--- src/hdl/anss_map.vh ---
// Register offsets, field positions, codes and reset values of the status and shadow bank
`ifndef ANSS_MAP_VH
`define ANSS_MAP_VH

// Register addresses in device 7
`define ANSS_ADDR_STATUS      16'hfff9
`define ANSS_ADDR_SHADOW      16'hfffc

// Status summary field positions
`define ANSS_ST_COMPLETE      15
`define ANSS_ST_LGC           14
`define ANSS_ST_ACKD          13
`define ANSS_ST_ABD           12
`define ANSS_ST_NPW           11
`define ANSS_ST_SPD_HI        10
`define ANSS_ST_SPD_LO        8
`define ANSS_ST_PDF           7
`define ANSS_ST_RFLT          6
`define ANSS_ST_PGRX          5
`define ANSS_ST_LPAN          4
`define ANSS_ST_LPNP          3
`define ANSS_ST_LINK          2
`define ANSS_ST_PAUSE_RX      1
`define ANSS_ST_PAUSE_TX      0

// Resolved speed and duplex codes
`define ANSS_SPD_1000_FD      3'h7
`define ANSS_SPD_1000_HD      3'h6
`define ANSS_SPD_100TX_FD     3'h5
`define ANSS_SPD_100T4        3'h4
`define ANSS_SPD_100TX_HD     3'h3
`define ANSS_SPD_RSVD2        3'h2
`define ANSS_SPD_RSVD1        3'h1
`define ANSS_SPD_NONE         3'h0

// Shadowed register slot fields
`define ANSS_SH_WEN           15
`define ANSS_SH_SEL_HI        14
`define ANSS_SH_SEL_LO        10
`define ANSS_SH_DATA_HI       9
`define ANSS_SH_DATA_LO       0
`define ANSS_SHD_SPARE        5'h04
`define ANSS_SHD_APD          5'h0a

// Spare control fields
`define ANSS_SP_RETRY_HI      4
`define ANSS_SP_RETRY_LO      2
`define ANSS_SP_ED_ROUTE      1
`define ANSS_RETRY_BASE       4'h2

// Reset values
`define ANSS_RST_SEL          5'h04
`define ANSS_RST_SPARE        10'h000
`define ANSS_RST_RETRY        3'h0
`define ANSS_RST_WORD         16'h0000

`endif

--- src/hdl/anss_regs.v ---
// Negotiation status summary and shadowed spare-control register logic
//
// What this block does
// - Bit 15 high once negotiation has finished
// - Bit 14 latches link-good-check entry, clears on read
// - Bit 13 latches acknowledge-detect entry, clears on read
// - Bit 12 latches ability-detect entry, clears on read
// - Bit 11 latches next-page-wait entry, clears on read
// - Speed/duplex field zero until completion is flagged
// - Negotiation disabled: field shows manually selected mode
// - Speed/duplex codes, reserved codes, zero means none
// - Bit 7 latches parallel detection fault until read
// - Bit 6 shows partner remote fault
// - Bit 5 latches new partner page until read
// - Bit 4 shows partner negotiation ability
// - Bit 3 shows partner next-page intent
// - Bit 2 shows link good
// - Bits 1:0 pause resolution, valid once complete
// - Write bits 14:10 select, bit 15 enables data
// - Select with bit 15 clear, next read returns it
// - Selector 00100 spare control, 01010 power-down
// - Retry code 000..111 means two..nine attempts
// - Spare bit 1 routes energy detect to interrupt
`timescale 1ns/1ps
`include "anss_map.vh"

module anss_regs
(
	clk_sys,
	resetn,
	clk_en,
	reg_addr,
	reg_wr,
	reg_rd,
	reg_wdata,
	reg_rdata_q,
	reg_rvalid_q,
	an_enable,
	an_complete,
	an_resolved_code,
	manual_speed_duplex,
	evt_link_good_check,
	evt_ack_detect,
	evt_ability_detect,
	evt_next_page_wait,
	evt_parallel_fault,
	evt_page_received,
	lp_remote_fault,
	lp_an_able,
	lp_next_page,
	link_good,
	pause_rx_ok,
	pause_tx_ok,
	energy_detect,
	normal_interrupt,
	interrupt_output_q,
	retry_limit_q,
	retry_attempts_q
);
	input  wire        clk_sys;
	input  wire        resetn;
	input  wire        clk_en;
	input  wire [15:0] reg_addr;
	input  wire        reg_wr;
	input  wire        reg_rd;
	input  wire [15:0] reg_wdata;
	output reg  [15:0] reg_rdata_q;
	output reg         reg_rvalid_q;
	input  wire        an_enable;
	input  wire        an_complete;
	input  wire [2:0]  an_resolved_code;
	input  wire [2:0]  manual_speed_duplex;
	input  wire        evt_link_good_check;
	input  wire        evt_ack_detect;
	input  wire        evt_ability_detect;
	input  wire        evt_next_page_wait;
	input  wire        evt_parallel_fault;
	input  wire        evt_page_received;
	input  wire        lp_remote_fault;
	input  wire        lp_an_able;
	input  wire        lp_next_page;
	input  wire        link_good;
	input  wire        pause_rx_ok;
	input  wire        pause_tx_ok;
	input  wire        energy_detect;
	input  wire        normal_interrupt;
	output reg         interrupt_output_q;
	output reg  [2:0]  retry_limit_q;
	output reg  [3:0]  retry_attempts_q;

	// Sticky flag slots inside the helper bank
	localparam [2:0] FL_LGC  = 3'h0;
	localparam [2:0] FL_ACKD = 3'h1;
	localparam [2:0] FL_ABD  = 3'h2;
	localparam [2:0] FL_NPW  = 3'h3;
	localparam [2:0] FL_PDF  = 3'h4;
	localparam [2:0] FL_PGRX = 3'h5;
	localparam       NFLAGS  = 6;

	reg  [4:0]        shadow_sel_q;
	reg  [4:0]        shadow_sel_d;
	reg  [9:0]        spare_q;
	reg  [9:0]        spare_d;
	reg               ed_meta_q;
	reg               ed_sync_q;
	reg               int_out_d;
	reg  [15:0]       status_word;
	reg  [15:0]       shadow_word;
	reg  [15:0]       rdata_d;
	reg  [2:0]        speed_field;
	reg  [3:0]        attempts_d;
	wire [NFLAGS-1:0] evt_vec;
	wire [NFLAGS-1:0] flags;
	wire              hit_status;
	wire              hit_shadow;
	wire              status_read;
	wire              shadow_write;
	wire              sel_spare;
	wire              sel_apd;
	wire [4:0]        wr_sel;
	wire              wr_data_en;

	// Only the codes that name a real mode pass; reserved codes read as none
	function [2:0] anss_legal;
		input [2:0] code;
		begin
			case (code)
				`ANSS_SPD_1000_FD:  anss_legal = code;
				`ANSS_SPD_1000_HD:  anss_legal = code;
				`ANSS_SPD_100TX_FD: anss_legal = code;
				`ANSS_SPD_100T4:    anss_legal = code;
				`ANSS_SPD_100TX_HD: anss_legal = code;
				`ANSS_SPD_RSVD2:    anss_legal = `ANSS_SPD_NONE;
				`ANSS_SPD_RSVD1:    anss_legal = `ANSS_SPD_NONE;
				default:            anss_legal = `ANSS_SPD_NONE;
			endcase
		end
	endfunction

	// Address decode of the register port; writes to the status address
	// or to an unmapped one decode to nothing and are dropped
	assign hit_status   = (reg_addr == `ANSS_ADDR_STATUS);
	assign hit_shadow   = (reg_addr == `ANSS_ADDR_SHADOW);
	assign status_read  = reg_rd & hit_status;
	assign shadow_write = reg_wr & hit_shadow;

	// Fields of an incoming slot write
	assign wr_sel     = reg_wdata[`ANSS_SH_SEL_HI:`ANSS_SH_SEL_LO];
	assign wr_data_en = reg_wdata[`ANSS_SH_WEN];

	// Selector decode against the stored shadow code
	assign sel_spare = (shadow_sel_q == `ANSS_SHD_SPARE);
	assign sel_apd   = (shadow_sel_q == `ANSS_SHD_APD);

	// State-entry and event pulses from the negotiation logic, same clock, no sync
	assign evt_vec[FL_LGC]  = evt_link_good_check;
	assign evt_vec[FL_ACKD] = evt_ack_detect;
	assign evt_vec[FL_ABD]  = evt_ability_detect;
	assign evt_vec[FL_NPW]  = evt_next_page_wait;
	assign evt_vec[FL_PDF]  = evt_parallel_fault;
	assign evt_vec[FL_PGRX] = evt_page_received;

	// Clear-on-read latches; the read samples them in the same cycle as the clear
	anss_sticky
	#(
		.WIDTH   (NFLAGS)
	)
	u_sticky
	(
		.clk_sys (clk_sys),
		.resetn  (resetn),
		.clk_en  (clk_en),
		.set_evt (evt_vec),
		.clr_rd  (status_read),
		.flags_q (flags)
	);

	// Resolved mode: manual selection wins when negotiation is turned off
	always @*
	begin
		speed_field = `ANSS_SPD_NONE;
		if (!an_enable)
			speed_field = anss_legal(manual_speed_duplex);
		else if (an_complete)
			speed_field = anss_legal(an_resolved_code);
		else
			speed_field = `ANSS_SPD_NONE;
	end

	// Status summary word as seen by a read
	always @*
	begin
		status_word = `ANSS_RST_WORD;
		status_word[`ANSS_ST_COMPLETE] = an_complete;
		status_word[`ANSS_ST_LGC]      = flags[FL_LGC];
		status_word[`ANSS_ST_ACKD]     = flags[FL_ACKD];
		status_word[`ANSS_ST_ABD]      = flags[FL_ABD];
		status_word[`ANSS_ST_NPW]      = flags[FL_NPW];
		status_word[`ANSS_ST_SPD_HI:`ANSS_ST_SPD_LO] = speed_field;
		status_word[`ANSS_ST_PDF]      = flags[FL_PDF];
		status_word[`ANSS_ST_RFLT]     = lp_remote_fault;
		status_word[`ANSS_ST_PGRX]     = flags[FL_PGRX];
		status_word[`ANSS_ST_LPAN]     = lp_an_able;
		status_word[`ANSS_ST_LPNP]     = lp_next_page;
		status_word[`ANSS_ST_LINK]     = link_good;
		// Pause results are masked until completion so stale values never show
		status_word[`ANSS_ST_PAUSE_RX] = an_complete & pause_rx_ok;
		status_word[`ANSS_ST_PAUSE_TX] = an_complete & pause_tx_ok;
	end

	// Shadow slot read word: stored selector plus spare data when the spare shadow is selected, zero data for any other slot
	always @*
	begin
		shadow_word = `ANSS_RST_WORD;
		shadow_word[`ANSS_SH_SEL_HI:`ANSS_SH_SEL_LO] = shadow_sel_q;
		if (sel_spare)
			shadow_word[`ANSS_SH_DATA_HI:`ANSS_SH_DATA_LO] = spare_q;
		else if (sel_apd)
			shadow_word[`ANSS_SH_DATA_HI:`ANSS_SH_DATA_LO] = 10'h000;
		else
			shadow_word[`ANSS_SH_DATA_HI:`ANSS_SH_DATA_LO] = 10'h000;
	end

	// Read data mux; an unmapped address answers zero
	always @*
	begin
		rdata_d = `ANSS_RST_WORD;
		if (hit_status)
			rdata_d = status_word;
		else if (hit_shadow)
			rdata_d = shadow_word;
		else
			rdata_d = `ANSS_RST_WORD;
	end

	// Every write to the slot moves the selector; data only moves with write enable
	always @*
	begin
		shadow_sel_d = shadow_sel_q;
		spare_d      = spare_q;
		if (shadow_write)
		begin
			shadow_sel_d = wr_sel;
			// Selector in the same word decides the target, not the old one
			if (wr_data_en && (wr_sel == `ANSS_SHD_SPARE))
				spare_d = reg_wdata[`ANSS_SH_DATA_HI:`ANSS_SH_DATA_LO];
		end
	end

	// Attempt count is code plus two, so 000 gives two and 111 gives nine
	always @*
	begin
		attempts_d = {1'b0, spare_q[`ANSS_SP_RETRY_HI:`ANSS_SP_RETRY_LO]} +
		             `ANSS_RETRY_BASE;
	end

	// Shadow storage
	always @(posedge clk_sys or negedge resetn)
	begin
		if (!resetn)
		begin
			shadow_sel_q <= `ANSS_RST_SEL;
			spare_q      <= `ANSS_RST_SPARE;
		end
		else if (clk_en)
		begin
			shadow_sel_q <= shadow_sel_d;
			spare_q      <= spare_d;
		end
	end

	// Read answer is registered; it stands until the next read replaces it
	always @(posedge clk_sys or negedge resetn)
	begin
		if (!resetn)
		begin
			reg_rdata_q  <= `ANSS_RST_WORD;
			reg_rvalid_q <= 1'b0;
		end
		else if (clk_en)
		begin
			reg_rvalid_q <= reg_rd;
			if (reg_rd)
				reg_rdata_q <= rdata_d;
		end
	end

	// Energy detect comes from the analog front end, so it is synchronised first
	always @(posedge clk_sys or negedge resetn)
	begin
		if (!resetn)
		begin
			ed_meta_q <= 1'b0;
			ed_sync_q <= 1'b0;
		end
		else if (clk_en)
		begin
			ed_meta_q <= energy_detect;
			ed_sync_q <= ed_meta_q;
		end
	end

	// Interrupt pin source; the energy path lags by the two sync flops, so a
	// route change can show one stale sample taken from the other source
	always @*
	begin
		int_out_d = normal_interrupt;
		if (spare_q[`ANSS_SP_ED_ROUTE])
			int_out_d = ed_sync_q;
		else
			int_out_d = normal_interrupt;
	end

	// Interrupt pin flop, so the pin never shows a decode glitch
	always @(posedge clk_sys or negedge resetn)
	begin
		if (!resetn)
			interrupt_output_q <= 1'b0;
		else if (clk_en)
			interrupt_output_q <= int_out_d;
	end

	// Retry limit and attempt count follow the spare shadow one cycle later
	always @(posedge clk_sys or negedge resetn)
	begin
		if (!resetn)
		begin
			retry_limit_q    <= `ANSS_RST_RETRY;
			retry_attempts_q <= `ANSS_RETRY_BASE;
		end
		else if (clk_en)
		begin
			retry_limit_q    <= spare_q[`ANSS_SP_RETRY_HI:`ANSS_SP_RETRY_LO];
			retry_attempts_q <= attempts_d;
		end
	end

endmodule

--- src/hdl/anss_sticky.v ---
// Bank of clear-on-read event flags in which a new event beats the clear
`timescale 1ns/1ps

module anss_sticky
#(
	parameter WIDTH = 6
)
(
	clk_sys,
	resetn,
	clk_en,
	set_evt,
	clr_rd,
	flags_q
);
	input  wire             clk_sys;
	input  wire             resetn;
	input  wire             clk_en;
	input  wire [WIDTH-1:0] set_evt;
	input  wire             clr_rd;
	output reg  [WIDTH-1:0] flags_q;

	wire        [WIDTH-1:0] flags_d;

	genvar gi;

	// Next value per flag; the set term is ORed last so an event in the read cycle survives
	generate
		for (gi = 0; gi < WIDTH; gi = gi + 1)
		begin : g_flag
			assign flags_d[gi] = set_evt[gi] | (flags_q[gi] & ~clr_rd);
		end
	endgenerate

	// One register for the whole bank keeps a single driver per flag
	always @(posedge clk_sys or negedge resetn)
	begin
		if (!resetn)
			flags_q <= {WIDTH{1'b0}};
		else if (clk_en)
			flags_q <= flags_d;
	end

endmodule
--- config.mk ---
export PLATFORM = sky130hd
export DESIGN_NAME = anss_regs
export DESIGN_NICKNAME = d
export VERILOG_FILES = /design/src/hdl/anss_regs.v /design/src/hdl/anss_sticky.v
export VERILOG_INCLUDE_DIRS = /design/src /design/src/hdl
export SDC_FILE = /design/constraint.sdc
export NUM_CORES = 1
export LEC_CHECK = 0
export BUFFER_PORTS_ARGS = -buffer_cell sky130_fd_sc_hd__buf_2
export CORE_ASPECT_RATIO = 1.75
export CORE_MARGIN = 5
export CORE_UTILIZATION = 48
export DETAILED_ROUTE_END_ITERATION = 8
export PLACE_DENSITY = 0.8
export SLEW_MARGIN = 20
export SYNTH_ARGS = -nofsm -noshare
export SYNTH_HDL_FRONTEND = slang
export SYNTH_SLANG_ARGS = --single-unit
--- constraint.sdc ---
create_clock -name clk_sys -period 1.4 [get_ports clk_sys]
set_input_delay 0.28 -clock clk_sys [delete_from_list [all_inputs] [get_ports clk_sys]]
set_output_delay 0.28 -clock clk_sys [all_outputs]
set_load 0.005 [all_outputs]
==> results.toml <==
[global_routing]
grt_pass1_wl_mm = 8.597
grt_pass1_vias = 1841
grt_overflow_total = 0
grt_max_degree = 24
grtUsageTotal_pct = 19.18
grt_antenna_before_repair = 0

[synthesis]
yosysSeqAreaShare_pct = 56.21
yosys.area_share.simple_pct = 13.72
synth-seq-cells = 47
synth_compound_area_share_pct = 13.96
synth_warnings = 0
synthAdderAreaFrac_pct = 0.5967
syn_nets = 213
synth_top_family_by_area = "compound AO/OA/AOI/OAI gates"
synth_edf_count = 0
yosysTopAreaCell = "dfrtp_1"
synth_xor_area_share_pct = 0
synth.area.mux_share_pct = 12.77
syn_inst = 153
ys_types = 38
syn-cell-area_sq_um = 2097
synthFlopType = "dfrtp_1"
synthTopCellsByArea = "dfrtp_1 54%, mux2_2 12%, and2_1 4.2%"
synthArstFlopShare_pct = 100.0
synth_top_area_share_pct = 53.70
synth_area_per_cell_sq_um = 13.71

[routing]
vias = 1662
dr.pass1.iters = 4
postRouteAntennaNets = 0
drtIter0Drc = 43
drc = 0
wl_per_cell_microns = 17.30
vias_per_cell = 5.540
drt_wl_total_mm = 5.191

[floorplanning]
core_sq_um = 4189
die_x_microns = 59.97
ios = 84
die_area_sq_um = 5843
row_count = 31
initial_core_util_pct = 50.06
fp.dieH_microns = 97.44

[timing]
fmax_mhz = 739.4
finalCriticalPeriod_ns = 1.352
rsz0062_at_grt = "true"
slew_violations = 0
relSlewSlack_pct = 71.10
final.setup_skew_ns = 0.01158
worst_pin_slew_ns = 0.4334
finalHoldViolCount = 0
finalSetupViolations = 0
timing.hold.ws_ns = 0.2156
finalWorstSetupSlack_ns = 0.04764
period_share_pct = 96.60

[critical_path]
cp.required_ns = 1.63
critPathCapture = "reg_rdata_q[8]"
rr_worst_depth = 5
startpoint_type = "register"
reg2reg_from = "shadow_sel_q[2]"
startpoint = "shadow_sel_q[2]"
worstPathMaxFanout = 10
worst_setup_path_end_kind = "register"
reg2reg_slack_ns = 0.05
r2r_end = "reg_rdata_q[8]"
critPathKind = "reg2reg"
arrival_ns = 1.59

[cells_and_area]
antenna_cells = 0
fin_util_pct = 66.07
drive_gt1_share_pct = 55.78
final_common_cell = "buf_2"
mostFrequentLayoutCells = "83 x buf_2, 45 x dfrtp_1, 22 x mux2_2"
fin_nets = 310
syn_to_final_growth_pct = 31.98
fin_area_sq_um = 2768

[power]
leakagePower_nw = 1.518
power_density_nw_per_um2 = 919.3
vdd_drop_max_uv = 1015

[cts]
root_buffer = "clkbuf_8"
cts.clk_slew.worst_paths_ns = 0.09
cts_buffer_depth = 2
cts_made_buffers = 5
cts_tree = "built"
cts.sinks = 47
htreeDepth = 2
insertion_delay_ns = 0.29

[place]
pre_cts_ws_ns = -0.2112
placedInstanceArea_sq_um = 2646
gp_congestion = 0.7910
hpwl_mm = 4.133
io_buffers = 83

[job]
cap_violations = 0

[run_status]
outcome = "completed"

[min_path]
hold_path_class = "in2reg"
synthesized netlist by cell type, types with 2 or more instances:
cell,number
nor2_1,3
a221o_2,7
buf_6,2
a21bo_2,2
dfstp_2,2
inv_1,4
a221o_1,5
and3_1,2
nand2_1,3
and2_1,14
dfrtp_1,45
a22o_1,7
mux2i_1,2
nand4bb_1,2
o211ai_1,2
a41oi_1,2
o21ai_0,2
o2111ai_1,2
nand4_1,3
clkbuf_1,2
mux2_2,22
nand3_1,2
final cells by class:
cell class | instances | area [sq um]
flip-flops and latches | 47 | 1179
clock inverters | 1 | 30.03
inverters | 4 | 15.01
well taps | 49 | 61.31
multi-input cells | 96 | 865.8
repair buffers | 96 | 540.5
fillers | 355 | 1421
clock buffers | 7 | 76.32
state kept, by name, summed over array words and instances (netlist names):
| register | flops |
|---|---|
| ed_meta_q | 1 |
| ed_sync_q | 1 |
| interrupt_output_q | 1 |
| reg_rdata_q | 16 |
| reg_rvalid_q | 1 |
| retry_attempts_q | 3 |
| retry_limit_q | 3 |
| shadow_sel_q | 5 |
| spare_q | 10 |
| u_sticky.flags_q | 6 |
layer usage:
metal	global-route usage [%]	wire, microns
met1	22.35	1930
met2	33.08	2759
met3	3.324	402
met4	8.020	98
met5	0	0
metrics by stage:
step	std cells	TNS [ns]	total power, mW
after floorplan	153	0	1.452
after global placement	291	-3.974	1.603
after detailed placement	291	-4.900	1.607
after CTS	300	0	2.565
after global routing	300	-0.1344	2.647
final	300	0	2.544
cells by family after synthesis:
kind of cell,count (synthesis)
compound gates,32
fa+ha+maj,1
buf+inv,10
flops,47
mux,24
simple gates,39
critical path, cell delays in order, from the launching register on:
cell	delay, ns
dfstp_2	0.55
nand2b_1	0.05
nor4_1	0.14
and4_1	0.27
buf_12	0.14
a221o_1	0.15
where the power goes:
| part | switching (mW) | leakage, nW | internal, mW |
|---|---|---|---|
| Sequential | 0.00561 | 0.609 | 1.37 |
| Clock | 0.430 | 0.0524 | 0.535 |
| Combinational | 0.102 | 0.856 | 0.103 |
repair_timing:
| action | CTS | global route |
|---|---|---|
| buffers inserted | 0 | 0 |
| gates resized for setup | 0 | 1 |
| hold endpoints to repair | 14 | 0 |
| endpoints found under the setup margin | 0 | 20 |
| hold buffers | 1 | 0 |
worst min-delay path by stage:
stage | slack, ns | cells after the start | startpoint | to
after floorplan | -0.02 | 0 | resetn | ed_meta_q
after global placement | 0.24 | 1 | resetn | u_sticky.flags_q[2]
after detailed placement | 0.24 | 1 | resetn | u_sticky.flags_q[2]
after CTS | 0.21 | 2 | lp_next_page | reg_rdata_q[3]
after global routing | 0.21 | 2 | lp_an_able | reg_rdata_q[4]
final | 0.22 | 2 | reg_wdata[1] | spare_q[1]
Note: power is estimated with default switching activity, not from simulation.
